`src/rtl/shift4_pkg.sv`:
```
// Purpose: Shared constants and types for the four-stage shift register.
// Assumes: One 125 MHz clock; all inputs come from logic on that clock.
// Notes:   A step word carries mode, first-stage controls and parallel data.
package shift4_pkg;

  localparam int unsigned STAGE_COUNT = 4;
  localparam int unsigned BUF_DEPTH   = 2;
  localparam int unsigned CLK_PERIOD_NS = 8;

  // Step word layout.
  localparam int unsigned STEP_PAR_LSB  = 0;
  localparam int unsigned STEP_HOLD_BIT = 4;
  localparam int unsigned STEP_SET_BIT  = 5;
  localparam int unsigned STEP_MODE_BIT = 6;
  localparam int unsigned STEP_WIDTH    = 7;

  localparam logic [STAGE_COUNT-1:0] STAGE_RESET = 4'h0;
  localparam logic [1:0]             COUNT_FULL  = 2'h2;
  localparam logic [1:0]             COUNT_EMPTY = 2'h0;

  typedef enum logic {
    MODE_SHIFT = 1'b0,
    MODE_LOAD  = 1'b1
  } mode_e;

  typedef logic [STEP_WIDTH-1:0] step_t;

endpackage : shift4_pkg

```
`src/rtl/shift4_reg.sv`:
```
// Purpose: Four-stage shift register with parallel load, first-stage set/hold
//          entry, common reset and a true/complement output control.
// Assumes: Steps arrive as a valid/ready stream; a drain enable can stall it.
// Notes:   Stage outputs pass through the polarity control without a clock.
`timescale 1ns/1ps

//////////////////////////////////////////////////////////////////////////////
// Behaviour
// Shift mode moves stage one to two, two to three, three to four.
// Load mode fills each stage from its own parallel input bit.
// Stages change only on a rising clock edge, or through reset.
// Polarity select high shows the stored bits unchanged.
// Polarity select low shows the inverted stored bits.
// Polarity acts at once, without a clock, and never alters stored bits.
// Stage one takes set when holding 0, hold when holding 1.
// Driving set and hold together makes stage one a plain data capture.
// Reset high clears all stages at once, independent of the clock.
// After reset the outputs read zeros in true mode, ones in complement.
module shift4_reg
  import shift4_pkg::*;
(
  input  wire logic                   clk,
  input  wire logic                   rst,
  input  wire logic                   step_valid,
  output logic                        step_ready,
  input  wire logic                   step_mode,
  input  wire logic                   first_set,
  input  wire logic                   first_hold,
  input  wire logic [STAGE_COUNT-1:0] parallel_in_bit,
  input  wire logic                   advance_enable,
  input  wire logic                   polarity_true,
  output logic [STAGE_COUNT-1:0]      stage_output,
  output logic                        stages_busy
);

  ////////////////////////////////////////////////////////////////////////////
  // State.
  typedef struct packed {
    logic [STAGE_COUNT-1:0] stage;
    step_t [BUF_DEPTH-1:0]  entry;
    logic                   wr_ptr;
    logic                   rd_ptr;
    logic [1:0]             count;
    logic                   ready;
    logic                   busy;
  } state_s;

  localparam state_s STATE_INIT = '{
    stage:  STAGE_RESET,
    entry:  '0,
    wr_ptr: 1'b0,
    rd_ptr: 1'b0,
    count:  COUNT_EMPTY,
    ready:  1'b1,
    busy:   1'b0
  };

  state_s state_reg;
  state_s state_next;

  ////////////////////////////////////////////////////////////////////////////
  // Step word fields.
  function automatic step_t pack_step(
    input logic                   mode_in,
    input logic                   set_in,
    input logic                   hold_in,
    input logic [STAGE_COUNT-1:0] par_in
  );
    step_t w;
    w                              = '0;
    w[STEP_PAR_LSB +: STAGE_COUNT] = par_in;
    w[STEP_HOLD_BIT]               = hold_in;
    w[STEP_SET_BIT]                = set_in;
    w[STEP_MODE_BIT]               = mode_in;
    return w;
  endfunction : pack_step

  function automatic mode_e mode_of(input step_t w);
    return mode_e'(w[STEP_MODE_BIT]);
  endfunction : mode_of

  function automatic logic set_of(input step_t w);
    return w[STEP_SET_BIT];
  endfunction : set_of

  function automatic logic hold_of(input step_t w);
    return w[STEP_HOLD_BIT];
  endfunction : hold_of

  function automatic logic [STAGE_COUNT-1:0] par_of(input step_t w);
    return w[STEP_PAR_LSB +: STAGE_COUNT];
  endfunction : par_of

  ////////////////////////////////////////////////////////////////////////////
  // Next value of the stages.
  function automatic logic first_next(
    input logic cur,
    input logic set_in,
    input logic hold_in
  );
    logic nxt;
    if (cur) begin
      nxt = hold_in;
    end else begin
      nxt = set_in;
    end
    return nxt;
  endfunction : first_next

  function automatic logic [STAGE_COUNT-1:0] shift_stages(
    input logic [STAGE_COUNT-1:0] cur,
    input logic                   first
  );
    logic [STAGE_COUNT-1:0] nxt;
    nxt[0] = first;
    for (int unsigned k = 1; k < STAGE_COUNT; k++) begin
      nxt[k] = cur[k-1];
    end
    return nxt;
  endfunction : shift_stages

  function automatic logic [STAGE_COUNT-1:0] step_stages(
    input logic [STAGE_COUNT-1:0] cur,
    input step_t                  w
  );
    logic [STAGE_COUNT-1:0] nxt;
    logic                   first;
    nxt   = cur;
    first = first_next(cur[0], set_of(w), hold_of(w));
    unique case (mode_of(w))
      MODE_LOAD: begin
        nxt = par_of(w);
      end
      MODE_SHIFT: begin
        nxt = shift_stages(cur, first);
      end
    endcase
    return nxt;
  endfunction : step_stages

  ////////////////////////////////////////////////////////////////////////////
  // Buffer bookkeeping.
  function automatic logic ptr_after(input logic ptr);
    return ~ptr;
  endfunction : ptr_after

  function automatic logic [1:0] count_after(
    input logic [1:0] cur,
    input logic       grow,
    input logic       shrink
  );
    logic [1:0] nxt;
    nxt = cur;
    if (grow && !shrink) begin
      nxt = cur + 2'h1;
    end else if (shrink && !grow) begin
      nxt = cur - 2'h1;
    end
    return nxt;
  endfunction : count_after

  function automatic logic is_full(input logic [1:0] cnt);
    return (cnt == COUNT_FULL);
  endfunction : is_full

  function automatic logic is_empty(input logic [1:0] cnt);
    return (cnt == COUNT_EMPTY);
  endfunction : is_empty

  ////////////////////////////////////////////////////////////////////////////
  // Output polarity.
  function automatic logic show_bit(
    input logic stored,
    input logic true_sel
  );
    logic shown;
    if (true_sel) begin
      shown = stored;
    end else begin
      shown = ~stored;
    end
    return shown;
  endfunction : show_bit

  ////////////////////////////////////////////////////////////////////////////
  // Two-entry step buffer and the register itself.
  logic  push;
  logic  pop;
  step_t in_word;
  step_t head_word;

  always_comb begin
    state_next = state_reg;
    in_word    = pack_step(step_mode, first_set, first_hold, parallel_in_bit);
    head_word  = state_reg.entry[state_reg.rd_ptr];
    push       = step_valid && state_reg.ready;
    pop        = advance_enable && state_reg.busy;

    if (push) begin
      state_next.entry[state_reg.wr_ptr] = in_word;
      state_next.wr_ptr                  = ptr_after(state_reg.wr_ptr);
    end

    if (pop) begin
      state_next.stage  = step_stages(state_reg.stage, head_word);
      state_next.rd_ptr = ptr_after(state_reg.rd_ptr);
    end

    state_next.count = count_after(state_reg.count, push, pop);
    state_next.ready = !is_full(state_next.count);
    state_next.busy  = !is_empty(state_next.count);
  end

  always_ff @(posedge clk or posedge rst) begin
    if (rst) begin
      state_reg <= STATE_INIT;
    end else begin
      state_reg <= state_next;
    end
  end

  ////////////////////////////////////////////////////////////////////////////
  // Outputs.
  assign step_ready  = state_reg.ready;
  assign stages_busy = state_reg.busy;

  for (genvar i = 0; i < STAGE_COUNT; i++) begin : g_out
    // Pure gating on the stored bit, so polarity never touches the stage.
    assign stage_output[i] = show_bit(state_reg.stage[i], polarity_true);
  end

endmodule : shift4_reg

```
`config.mk`:
```
export PLATFORM = sky130hd
export DESIGN_NAME = shift4_reg
export DESIGN_NICKNAME = d
export VERILOG_FILES = /design/src/rtl/shift4_pkg.sv /design/src/rtl/shift4_reg.sv
export SDC_FILE = /design/constraint.sdc
export NUM_CORES = 1
export LEC_CHECK = 0
export ABC_AREA = 1
export BUFFER_PORTS_ARGS = -buffer_cell sky130_fd_sc_hd__buf_2
export CAP_MARGIN = 20
export CORE_ASPECT_RATIO = 1.75
export CORE_MARGIN = 4
export CORE_UTILIZATION = 45
export DETAILED_ROUTE_END_ITERATION = 10
export PLACE_DENSITY_LB_ADDON = 0.05
export SLEW_MARGIN = 10
export SYNTH_ARGS = -nofsm -noshare
export SYNTH_HDL_FRONTEND = slang
export SYNTH_SLANG_ARGS = --single-unit
export TNS_END_PERCENT = 50
```
`constraint.sdc`:
```
create_clock -name clk -period 1.55 [get_ports clk]
set_input_delay 0.3875 -clock clk [delete_from_list [all_inputs] [get_ports clk]]
set_output_delay 0.3875 -clock clk [all_outputs]
set_load 0.1 [all_outputs]
```
==> After elaboration in Yosys (flattened, before gate mapping) <==
Cells that the tools add are included.
{ "totals": {"register_bits": 24, "in_bits": 12, "out_inout_bits": 6, "word_cells": 44} }
{ "classes": {"addsub": 2, "order_cmp": 3, "eq_ne": 1, "n_mux": 13, "bitwise_logic": 7, "n_reduce_logical": 10} }
{ "ops": {"columns": ["operator", "n"], "rows": [
  ["7-bit 2-to-1 mux", 3],
  ["14-bit bitwise mux", 1],
  ["4-bit one-hot mux with 2 select lines", 1],
  ["7-bit demux with 1-bit select", 1],
  ["1-bit NOT", 7],
  ["1-bit logical AND", 5],
  ["1-bit 2-to-1 mux", 5],
  ["1-bit logical NOT", 4],
  ["1-bit by 2-bit < comparator with 1-bit output, second input constant", 2],
  ["2-bit 2-to-1 mux", 2],
  ["2-bit by 1-bit adder with 2-bit output, second input constant", 1],
  ["2-bit == test, second input constant", 1],
  ["2-bit logical NOT", 1],
  ["2-bit by 1-bit subtractor with 2-bit output, second input constant", 1],
  ["1-bit greater-or-equal comparator, second input constant", 1]
]} }

==> Logic depth before layout (Yosys ltp) <==
Gate-level depths: netlist of run 1.
{ "logic_depth": {"ltp_word": 7, "ltp_mapped": 8, "depth_no_buf": 8} }

==> Worst setup path after synthesis of run 1 <==
Ideal clock, no wire load.
{ "synth_timing": {"path_kind": "input -> output", "startpoint": "input port polarity_true", "endpoint": "output port stage_output[2]", "arrival_time_ns": 2.135, "t_required_ns": 1.162, "path_slack_ns": -0.972, "stages": 2, "n_path_buf": 1, "path_cell_list": "clkbuf_1 -> xnor2_1"} }
{ "synth_between": {"elab_chain_len": 1} }
{ "synth_rtl": {"columns": ["element", "line_no", "text"], "rows": [
  ["start: declaration", "shift4_reg.sv:31", "input wire logic polarity_true,"],
  ["1-bit 2-to-1 mux", "shift4_reg.sv:177", "if (true_sel) begin"],
  ["end: declaration", "shift4_reg.sv:32", "output logic [STAGE_COUNT-1:0] stage_output,"]
]} }
Every way passes these cells.

==> Worst setup path after layout of run 1 <==
{ "layout_timing": {"startpoint": "register state_reg[23] (netlist bit)", "endpoint": "output port stage_output[3]"} }
{ "layout_between": {"elab_chain_len": 2} }
{ "layout_rtl": {"columns": ["element", "line_no", "text"], "rows": [
  ["start: declaration", "shift4_reg.sv:58", "state_s state_reg;"],
  ["start signal: assignment", "shift4_reg.sv:218", "state_reg <= state_next;"],
  ["1-bit NOT", "shift4_reg.sv:180", "shown = ~stored;"],
  ["1-bit 2-to-1 mux (*)", "shift4_reg.sv:177", null]
]} }
Mark *: on every way between the ends. The rest lies on a longest branch, timed or not.

==> results of run 1 <==
==> per-stage QoR <==
stage / total power [uW] / setup slack, ns / util, %
after global placement: 3150 / 0.112 / 57.3
final: 3710 / 0.0580 / 60.2
after global routing: 3990 / 0.0207 / 60.2
after floorplan: 2710 / -0.134 / -
after CTS: 3740 / 0.0151 / 60.1
after detailed placement: 3200 / 0.0946 / 57.3
==> where the power goes <==
| group | internal (uW) | leakage (uW) | switching, uW |
|---|---|---|---|
| clock | 345 | 0.0000357 | 196 |
| sequential | 938 | 0.000287 | 272 |
| combinational | 758 | 0.000487 | 1200 |
| total | 2040 | 0.000810 | 1660 |
==> cells by family after synthesis <==
family          Yosys count  share of synthesized area (%)
simple gates             66                           22.4
xor+xnor                  5                           3.67
flops                    24                           50.5
buf+inv                  29                           12.1
compound gates           22                           11.4
==> cells in the final DEF, fill, tap and decap left out, drive strengths merged <==
master,synthesis,routed
xor2,1,1
a21oi,1,1
bufinv,0,1
o21ai,21,21
buf,4,20
dfstp,1,1
xnor2,4,4
dfrtp,23,23
nand3,5,5
or2,1,1
nor2,3,3
nand2,57,57
clkbuf,1,3
inv,24,24
==> layer usage <==
metal / up-vias / share of wire [%]
met3: 2 / 3.8
li1: 477 / -
met4: 0 / 1.3
met5: - / 0
met2: 19 / 55
met1: 445 / 40
==> worst min path at each step <==
stage                     start             to  depth (start not counted)
after floorplan             rst  state_reg[10]                          1
final                       rst   state_reg[5]                          3
after global routing        rst   state_reg[5]                          3
after CTS                   rst   state_reg[5]                          3
after detailed placement    rst   state_reg[5]                          3
after global placement      rst   state_reg[5]                          3
==> critical path: cells and delay by family (launching register included) <==
family	cells	cell delay [ns]
XOR/XNOR	1	0.20
flip-flops	1	0.45
buffers and inverters	1	0.19
==> final cells by class <==
cell class / count / area, sq um
inverter: 24 / 92.6
clock inverter: 1 / 30.0
fill: 248 / 1000
timing repair buffer: 20 / 195
clock buffer: 3 / 41.3
sequential: 24 / 606
multi-input combinational: 93 / 522
tap: 26 / 32.5
==> results.txt, run 1 <==
----------------------------------------------------
[Status]
  Run status ... finished clean

[STA]
  Actual transition at the worst max-transition pin ... 0.483 ns
  Post-layout min period ... 1.49 ns
  Number of hold violations in the final report ... 0
  Highest Clock Rate ... 670 MHz
  Max-slew violation count ... 0
  Final worst clock skew ... 0.0113 ns
  Setup Total Neg Slack ... 0 ns
  Unrepaired setup endpoints after global routing ... no
  Max-slew headroom at the worst pin ... 68.0%
  Hold slack ... 0.142 ns
  Fraction of the cycle the final worst path needs ... 96.3%
  # setup viols final ... 0

[Detailed routing]
  Routed length per instance ... 11.0 um
  Iteration count of the initial detailed-routing pass ... 4
  Via count normalized by instance count ... 4.94
  Detail Route Antenna Nets ... 0
  Via count ... 943
  Post-Route WL ... 2110 um
  DRC ... 0
  Initial DRC count ... 23

[GRT]
  Via count of the first global-routing pass ... 919
  Met3 track utilization from global routing ... 2.84%
  GR peak layer ... met2
  Initial antenna violation count ... 0
  Maximum number of pins on one net before global-route repair ... 25
  Global-route track usage on met2 ... 24.4%
  Global routing usage on met1 ... 16.5%
  Wire length of the first global-routing pass ... 3870 um
  GRT overflow ... 0
  Total global routing track utilization ... 14.4%

[Die]
  Die ar. ... 3570 sq um
  Vert. Die Dim ... 76.1 um
  Rows ... 24
  Number of top-level pins ... 18
  Core area ... 2520 sq um
  Effective utilization at floorplan ... 47.3%
  Die boundary width ... 46.9 um

[Worst setup path]
  Startpoint Class ... register
  Critical path fanouts, max ... 2
  Cell with the largest stage delay on the worst path ... sky130_fd_sc_hd__dfrtp_1
  Series of cell instances along the critical path ... xnor2_4, buf_12
  Worst setup path startpoint ... state_reg[23]
  Category of the critical setup timing path ... register to output pin
  Slowest Stage Delay on Critical Path ... 0.45 ns
  Endpoint of the worst-slack reg-to-reg timing path ... state_reg[19]
  Internal reg-to-reg setup slack ... 0.22 ns
  Data arrival time of the critical path ... 1.10 ns
  Worst R2R Path Depth ... 4
  Critical Path Sink Type ... output pin
  Critical Path RT ... 1.16 ns
  Critical path capture point ... stage_output[3]
  Worst flop-to-flop path startpoint ... step_ready

[Synth]
  Register area share after synthesis ... 50.5%
  Synth top area cells ... sky130_fd_sc_hd__dfrtp_1 48%, sky130_fd_sc_hd__nand2_1 17%, sky130_fd_sc_hd__inv_1 7.2%
  Mean area per synthesized cell ... 8.17 sq um
  Share of flip-flops with an asynchronous set or reset ... 100%
  Number of synthesized flops with an enable pin ... 0
  Post-synthesis sequential element count ... 24
  Synthesized instance count ... 146
  Most used standard cell by instance count after synthesis ... sky130_fd_sc_hd__nand2_1
  Cell types with the highest counts after synthesis ... 53 x sky130_fd_sc_hd__nand2_1, 23 x sky130_fd_sc_hd__dfrtp_1, 23 x sky130_fd_sc_hd__inv_1, 11 x sky130_fd_sc_hd__o21ai_0, 7 x sky130_fd_sc_hd__o21ai_2
  Post-synthesis net count ... 158
  Cell type with the largest total area after synthesis ... sky130_fd_sc_hd__dfrtp_1
  Share of the synthesized area in the top cell type ... 48.3%
  Netlist Area Pre-Place ... 1190 sq um
  Yosys warning total ... 0
  Top_reg_cell synth ... sky130_fd_sc_hd__dfrtp_1
  Count of unique library cells instantiated by Yosys ... 19

[Final layout]
  Max FFs per register ... 22
  Fraction of final layout cells sized beyond drive strength 1 ... 26.7%
  Fin cells ... 191
  Post-Layout Inst Area ... 1520 sq um
  Final net count ... 178
  Count of antenna diodes in the layout ... 0
  Area grow syn2layout ... 27.4%

[Clock tree]
  CTS tree ... built
  Post-CTS Hold Fix Bufs ... 0
  Setup Buffers After CTS ... 0
  Level count of the clock H-tree ... 1
  Total CTS buffers ... 3
  CTS-repair resized insts ... 0
  Buffer cell driving the clock tree root ... sky130_fd_sc_hd__clkbuf_8
  Clock-pin slew on the worst setup and hold paths ... 0.09 ns
  Insertion delay to the later sink of the worst-skew pair ... 0.27 ns
  Sink count of the clock tree ... 24
  Max Root-Sink Buffers ... 2

[Place]
  Count of placed standard cells including taps ... 187
  Count of port buffers added during placement ... 17
  Area post-placement ... 1450 sq um
  Final weighted congestion of routability-driven global placement ... 0.761
  Final HPWL DP ... 1640 um

[Worst hold path]
  Type of the most critical hold path ... input port to async pin

[Power and ir drop]
  Largest voltage drop on the vdd net ... 1.44 mV
  Leakage Power ... 0.000810 uW
  P per Cell Area ... 2440 nW/um^2

[Job]
  Number of maximum-capacitance violations ... 0

----------------------------------------------------
(Power assumes the default switching activity.)
==> run 2, diff against run 1 <==
Settings changed: SETUP_SLACK_MARGIN from default to 0.4.
==> results.txt, run 2 (same netlist as run 1, synthesis figures left out) <==
----------------------------------------------------
[STA]
  Number of hold violations in the final report ... 0 (unchanged)
  # setup viols final ... 0 (unchanged)
  Setup Total Neg Slack ... 0 ns (unchanged)
  Actual transition at the worst max-transition pin ... 0.374 ns (was 0.483 ns)
  Worst setup margin ... 0.0662 ns (was 0.0580 ns)
  Highest Clock Rate ... 674 MHz (was 670 MHz)
  Max-slew headroom at the worst pin ... 75.0% (was 68.0%)
  Fraction of the cycle the final worst path needs ... 95.7% (was 96.3%)
  Post-layout min period ... 1.48 ns (was 1.49 ns)
  Final worst clock skew ... 0.00159 ns (was 0.0113 ns)
  Max-slew violation count ... 0 (unchanged)
  Unrepaired setup endpoints after global routing ... yes (was no)

[Clock tree]
  Level count of the clock H-tree ... 1 (unchanged)
  Insertion delay to the later sink of the worst-skew pair ... 0.27 ns (about the same)
  CTS tree ... built (unchanged)
  Total CTS buffers ... 3 (unchanged)
  Clock-pin slew on the worst setup and hold paths ... 0.08 ns (was 0.09 ns)
  Max Root-Sink Buffers ... 2 (unchanged)
  Sink count of the clock tree ... 24 (unchanged)
  Buffer cell driving the clock tree root ... sky130_fd_sc_hd__clkbuf_8 (unchanged)
  Post-CTS Hold Fix Bufs ... 0 (unchanged)

[Final layout]
  Count of antenna diodes in the layout ... 0 (unchanged)
  Fraction of final layout cells sized beyond drive strength 1 ... 43.3% (was 26.7%)
  Filler cells ... 207 (was 248)
  Commonest cells after routing, fill and taps aside ... 38 x sky130_fd_sc_hd__nand2_1, 19 x sky130_fd_sc_hd__inv_1, 18 x sky130_fd_sc_hd__dfrtp_1, 11 x sky130_fd_sc_hd__nand2_4, 11 x sky130_fd_sc_hd__buf_2 (was 53 x sky130_fd_sc_hd__nand2_1, 23 x sky130_fd_sc_hd__inv_1, 20 x sky130_fd_sc_hd__dfrtp_1, 12 x sky130_fd_sc_hd__buf_2, 11 x sky130_fd_sc_hd__o21ai_0)
  Final net count ... 184 (was 178)
  Max FFs per register ... 22 (unchanged)
  Area grow syn2layout ... 46.5% (was 27.4%)
  Final Core Density ... 69.2% (was 60.2%)
  Most common cell after layout, fill and taps aside ... sky130_fd_sc_hd__nand2_1 (unchanged)

[Place]
  Placement-stage worst setup slack ... 0.105 ns (was 0.0946 ns)
  Final weighted congestion of routability-driven global placement ... 0.737 (was 0.761)
  Count of port buffers added during placement ... 17 (unchanged)
  Final HPWL DP ... 1570 um (was 1640 um)

[Worst setup path]
  Data arrival time of the critical path ... 1.10 ns (about the same)
  Worst flop-to-flop path startpoint ... step_ready (unchanged)
  Critical Path Sink Type ... output pin (unchanged)
  Cell with the largest stage delay on the worst path ... sky130_fd_sc_hd__dfrtp_2 (was sky130_fd_sc_hd__dfrtp_1)
  Endpoint of the worst-slack reg-to-reg timing path ... stages_busy (was state_reg[19])
  Slowest Stage Delay on Critical Path ... 0.45 ns (about the same)
  Top Family by Delay on Critical Path ... flip-flops (unchanged)
  Startpoint Class ... register (unchanged)
  Critical Path RT ... 1.16 ns (about the same)
  Total buffers and inverters traversed by the critical path ... 1 (unchanged)
  Worst R2R Path Depth ... 8 (was 4)
  Worst setup path startpoint ... state_reg[23] (unchanged)
  Critical path fanouts, max ... 2 (unchanged)
  Category of the critical setup timing path ... register to output pin (unchanged)
  Series of cell instances along the critical path ... xnor2_4, buf_12 (unchanged)
  Internal reg-to-reg setup slack ... 0.19 ns (was 0.22 ns)

[Die]
  Vert. Die Dim ... 76.1 um (unchanged)
  Rows ... 24 (unchanged)
  Effective utilization at floorplan ... 47.3% (unchanged)
  Number of top-level pins ... 18 (unchanged)
  Core area ... 2520 sq um (unchanged)
  Die boundary width ... 46.9 um (unchanged)
  Die ar. ... 3570 sq um (unchanged)

[GRT]
  Total global routing track utilization ... 15.4% (was 14.4%)
  Wire length of the first global-routing pass ... 4050 um (was 3870 um)
  GRT overflow ... 0 (unchanged)
  Via count of the first global-routing pass ... 943 (was 919)
  Initial antenna violation count ... 0 (unchanged)
  Maximum number of pins on one net before global-route repair ... 25 (unchanged)

[Power and ir drop]
  Leakage Power ... 0.000897 uW (was 0.000810 uW)
  Largest voltage drop on the vdd net ... 1.27 mV (was 1.44 mV)
  P per Cell Area ... 2360 nW/um^2 (was 2440 nW/um^2)

[Status]
  Run status ... finished clean (unchanged)

[Detailed routing]
  Iteration count of the initial detailed-routing pass ... 4 (unchanged)
  Via count ... 961 (was 943)
  Initial DRC count ... 27 (was 23)
  Post-Route WL ... 2430 um (was 2110 um)
  Via count normalized by instance count ... 4.88 (was 4.94)
  Routed length per instance ... 12.4 um (was 11.0 um)
  Detail Route Antenna Nets ... 0 (unchanged)
  DRC ... 0 (unchanged)

[Worst hold path]
  Type of the most critical hold path ... input port to async pin (unchanged)

[Job]
  Number of maximum-capacitance violations ... 0 (unchanged)

----------------------------------------------------
-- run 2: worst max-delay path by stage --
stage | endpoint | slack [ns] | cells past startpoint
2_1_floorplan | state_reg[8] | -0.001 | 6
3_3_place_gp | stage_output[0] | 0.12 | 3
3_5_place_dp | stage_output[0] | 0.10 | 3
4_1_cts | stage_output[0] | 0.06 | 2
5_1_grt | stage_output[0] | 0.04 | 2
6_report | stage_output[3] | 0.07 | 2
-- run 2: area by class of cell --
type | count | area [sq um] | share of cell area (%)
Sequential cell | 24 | 614 | 35.2
Inverter | 24 | 105 | 6.02
Multi-Input combinational cell | 94 | 647 | 37.0
Timing Repair Buffer | 25 | 293 | 16.8
Tap cell | 26 | 32.5 | 1.86
Clock buffer | 4 | 55.1 | 3.15
-- run 2: where the power goes --
group / internal (uW) / switching, uW / leakage, uW
Sequential: 954 / 348 / 0.000285
Combinational: 1020 / 1370 / 0.000583
Clock: 227 / 199 / 0.0000288
Total: 2200 / 1910 / 0.000897
-- run 2: routing by layer --
metal | vias up | track usage, % | wire [um]
li1 | 492 | - | -
met1 | 450 | 17.9 | 914
met2 | 14 | 26.0 | 1400
met3 | 5 | 2.13 | 68
met4 | 0 | 7.48 | 54
met5 | - | 0 | 0
-- run 2: what timing repair did --
item,in CTS,in global routing
endpoints found under the setup margin,29,29
cloned,2,0
setup buffers,4,1
pin swaps,3,10
resized for setup,17,29
-- run 2: per-stage QoR --
| stage | total power [uW] | cells | instance area [sq um] | hold WS [ns] |
|---|---|---|---|---|
| global route | 4370 | 197 | 1750 | 0.184 |
| global placement | 3160 | 186 | 1450 | 0.440 |
| floorplan | 2740 | 146 | 1300 | 0.401 |
| detailed placement | 3200 | 186 | 1450 | 0.445 |
| finish | 4120 | 197 | 1750 | 0.147 |
| CTS | 3890 | 196 | 1630 | 0.155 |
-- run 2: tightest hold or removal path, cell delays in order --
cell                    delay, ns
sky130_fd_sc_hd__buf_2       0.09
sky130_fd_sc_hd__inv_1       0.04
sky130_fd_sc_hd__buf_4       0.29
==> run 3, diff against run 2 <==
Settings changed: ABC_AREA 1 to default, REMOVE_ABC_BUFFERS from default to 1.
==> results.txt, run 3 <==
----------------------------------------------------
[Worst setup path]
  Internal reg-to-reg setup slack ... 0.14 ns (was 0.19 ns)
  Worst setup path startpoint ... step_ready (was state_reg[23])
  Critical path capture point ... step_ready (was stage_output[3])
  Endpoint of the worst-slack reg-to-reg timing path ... state_reg[9] (was stages_busy)
  Critical Path Sink Type ... output pin (unchanged)
  Startpoint Class ... register (unchanged)
  Critical path fanouts, max ... 2 (unchanged)
  Worst flop-to-flop path startpoint ... step_ready (unchanged)
  Critical Path RT ... 1.16 ns (about the same)
  Category of the critical setup timing path ... register to output pin (unchanged)
  Data arrival time of the critical path ... 1.08 ns (was 1.10 ns)
  Worst R2R Path Depth ... 4 (was 8)

[STA]
  # setup viols final ... 0 (unchanged)
  Actual transition at the worst max-transition pin ... 0.307 ns (was 0.374 ns)
  Final worst clock skew ... 0.00232 ns (was 0.00159 ns)
  Post-layout min period ... 1.47 ns (was 1.48 ns)
  Setup Total Neg Slack ... 0 ns (unchanged)
  Fraction of the cycle the final worst path needs ... 94.5% (was 95.7%)
  Max-slew headroom at the worst pin ... 79.6% (was 75.0%)
  Max-slew violation count ... 0 (unchanged)
  Unrepaired setup endpoints after global routing ... yes (unchanged)
  Worst setup margin ... 0.0847 ns (was 0.0662 ns)
  Hold slack ... 0.155 ns (was 0.147 ns)
  Highest Clock Rate ... 682 MHz (was 674 MHz)
  Number of hold violations in the final report ... 0 (unchanged)

[Place]
  Final HPWL DP ... 1690 um (was 1570 um)
  Count of port buffers added during placement ... 17 (unchanged)
  Placement-stage worst setup slack ... 0.0847 ns (was 0.105 ns)
  Count of placed standard cells including taps ... 138 (was 186)
  Final weighted congestion of routability-driven global placement ... 0.702 (was 0.737)

[Die]
  Vert. Die Dim ... 75.5 um (was 76.1 um)
  Core area ... 2490 sq um (was 2520 sq um)
  Effective utilization at floorplan ... 47.0% (was 47.3%)
  Number of top-level pins ... 18 (unchanged)
  Rows ... 24 (unchanged)
  Die ar. ... 3520 sq um (was 3570 sq um)
  Die boundary width ... 46.6 um (was 46.9 um)

[Final layout]
  Most common cell after layout, fill and taps aside ... sky130_fd_sc_hd__dfrtp_1 (was sky130_fd_sc_hd__nand2_1)
  Area grow syn2layout ... 34.8% (was 46.5%)
  Fin cells ... 148 (was 197)
  Count of antenna diodes in the layout ... 0 (unchanged)
  Final net count ... 135 (was 184)
  Max FFs per register ... 22 (unchanged)
  Commonest cells after routing, fill and taps aside ... 21 x sky130_fd_sc_hd__dfrtp_1, 11 x sky130_fd_sc_hd__buf_2, 10 x sky130_fd_sc_hd__mux2_2 (was 38 x sky130_fd_sc_hd__nand2_1, 19 x sky130_fd_sc_hd__inv_1, 18 x sky130_fd_sc_hd__dfrtp_1, 11 x sky130_fd_sc_hd__nand2_4, 11 x sky130_fd_sc_hd__buf_2)
  Fraction of final layout cells sized beyond drive strength 1 ... 51.6% (was 43.3%)

[Power and ir drop]
  Combinational cell fraction of total power ... 57.1% (was 58.0%)
  Proportion of total power due to net switching ... 40.9% (was 46.5%)
  Clk pwr share ... 10.5% (was 10.3%)
  Sequential cell fraction of total power ... 32.5% (was 31.6%)
  P per Cell Area ... 2470 nW/um^2 (was 2360 nW/um^2)
  Net switching power ... 1600 uW (was 1910 uW)
  P_int ... 2300 uW (was 2200 uW)
  Leakage Power ... 0.000748 uW (was 0.000897 uW)
  Total chip power ... 3900 uW (was 4120 uW)
  Largest voltage drop on the vdd net ... 1.19 mV (was 1.27 mV)

[Detailed routing]
  DRC ... 0 (unchanged)
  Detail Route Antenna Nets ... 0 (unchanged)
  Via count normalized by instance count ... 5.36 (was 4.88)
  Initial DRC count ... 10 (was 27)
  Routed length per instance ... 15.1 um (was 12.4 um)
  Iteration count of the initial detailed-routing pass ... 4 (unchanged)
  Post-Route WL ... 2240 um (was 2430 um)
  Via count ... 794 (was 961)

[Clock tree]
  Sink count of the clock tree ... 24 (unchanged)
  Level count of the clock H-tree ... 1 (unchanged)
  Insertion delay to the later sink of the worst-skew pair ... 0.26 ns (was 0.27 ns)
  CTS tree ... built (unchanged)
  Buffer cell driving the clock tree root ... sky130_fd_sc_hd__clkbuf_8 (unchanged)
  Post-CTS Hold Fix Bufs ... 0 (unchanged)
  Max Root-Sink Buffers ... 2 (unchanged)
  Total CTS buffers ... 3 (unchanged)
  Clock-pin slew on the worst setup and hold paths ... 0.08 ns (about the same)

[GRT]
  Total global routing track utilization ... 15.0% (was 15.4%)
  Maximum number of pins on one net before global-route repair ... 25 (unchanged)
  Wire length of the first global-routing pass ... 3800 um (was 4050 um)
  Via count of the first global-routing pass ... 832 (was 943)
  Initial antenna violation count ... 0 (unchanged)
  GRT overflow ... 0 (unchanged)

[Job]
  Number of maximum-capacitance violations ... 0 (unchanged)

[Synth]
  Mean area per synthesized cell ... 12.5 sq um (was 8.17 sq um)
  Synthesized instance count ... 94 (was 146)
  Netlist Area Pre-Place ... 1170 sq um (was 1190 sq um)
  Cell types with the highest counts after synthesis ... 23 x sky130_fd_sc_hd__dfrtp_1, 10 x sky130_fd_sc_hd__mux2_2, 8 x sky130_fd_sc_hd__nand2_1, 8 x sky130_fd_sc_hd__xnor2_1 (was 53 x sky130_fd_sc_hd__nand2_1, 23 x sky130_fd_sc_hd__dfrtp_1, 23 x sky130_fd_sc_hd__inv_1, 11 x sky130_fd_sc_hd__o21ai_0, 7 x sky130_fd_sc_hd__o21ai_2)
  Number of synthesized flops with an enable pin ... 0 (unchanged)
  Most used standard cell by instance count after synthesis ... sky130_fd_sc_hd__dfrtp_1 (was sky130_fd_sc_hd__nand2_1)
  Register area share after synthesis ... 51.3% (was 50.5%)
  Synth top area cells ... sky130_fd_sc_hd__dfrtp_1 49%, sky130_fd_sc_hd__mux2_2 9.6%, sky130_fd_sc_hd__mux2_4 9.0% (was sky130_fd_sc_hd__dfrtp_1 48%, sky130_fd_sc_hd__nand2_1 17%, sky130_fd_sc_hd__inv_1 7.2%)
  Yosys warning total ... 0 (unchanged)
  Share of flip-flops with an asynchronous set or reset ... 100% (unchanged)
  Top_reg_cell synth ... sky130_fd_sc_hd__dfrtp_1 (unchanged)
  Cell type with the largest total area after synthesis ... sky130_fd_sc_hd__dfrtp_1 (unchanged)
  Count of unique library cells instantiated by Yosys ... 28 (was 19)
  Share of the synthesized area in the top cell type ... 49.1% (was 48.3%)
  Post-synthesis sequential element count ... 24 (unchanged)

[Worst hold path]
  Type of the most critical hold path ... input port to async pin (unchanged)

[Status]
  Run status ... finished clean (unchanged)

----------------------------------------------------
run 3: changes by cell type after synthesis, sizes merged, moves of 2 or more:
cell    before  now
o31ai        0    2
nand2b       0    3
o22ai        0    3
mux2i        0    7
nand3        5    1
o21ai       21    1
inv         24    2
nand2       57    9
xnor2        4    8
mux2         0   17
run 3: layout make-up:
cell class              instances  area, sq um
clock buffers                   4         55.1
fillers                       197          912
inverters                       2         7.51
multi-input cells              64          604
flip-flops and latches         24          604
well taps                      26         32.5
repair buffers                 28          277
run 3: how the worst min path moves through the flow:
stage / to / slack, ns / cells past startpoint / startpoint
5_1_grt: state_reg[10] / 0.18 / 3 / rst
2_1_floorplan: stages_busy / 0.40 / 1 / rst
6_report: state_reg[19] / 0.16 / 3 / rst
3_3_place_gp: state_reg[19] / 0.44 / 3 / rst
4_1_cts: state_reg[3] / 0.16 / 3 / rst
3_5_place_dp: state_reg[3] / 0.45 / 3 / rst
run 3: cell families after synthesis:
| group | synth area share (%) |
|---|---|
| mux | 24.5 |
| flops | 51.3 |
| simple gates | 9.50 |
| compound gates | 5.87 |
| xor+xnor | 5.98 |
| buf+inv | 2.77 |
run 3: metal layers:
metal	vias to the layer above	wire length (um)	global-route usage, %
met5	-	0	0
met4	0	20	5.70
met3	2	67	2.13
met2	14	1320	26.5
met1	394	835	17.7
li1	384	-	-
run 3: what timing repair did:
item	4_1_cts	5_1_grt
pin swaps	4	4
endpoints found under the hold margin	0	0
setup endpoints to repair	28	30
buffers inserted	4	2
gates resized for setup	13	11
run 3: power by group through the flow:
stage / combinational, uW / clock [uW] / sequential [uW]
after floorplan: 1300 / 0 / 1330
after global placement: 1930 / 0 / 1250
after detailed placement: 1970 / 0 / 1260
after CTS: 2150 / 426 / 1260
after global routing: 2370 / 456 / 1320
final: 2220 / 407 / 1270
run 3: metrics by stage:
stage / utilization, % / cell area [sq um]
floorplan: - / 1150
global placement: 55.3 / 1380
detailed placement: 55.3 / 1380
CTS: 60.9 / 1520
global route: 63.4 / 1580
finish: 63.4 / 1580
run 3: critical path, stage by stage, from the launching register on:
cell and delay (ns):
sky130_fd_sc_hd__dfstp_2 0.55, sky130_fd_sc_hd__buf_6 0.11, sky130_fd_sc_hd__buf_12 0.16
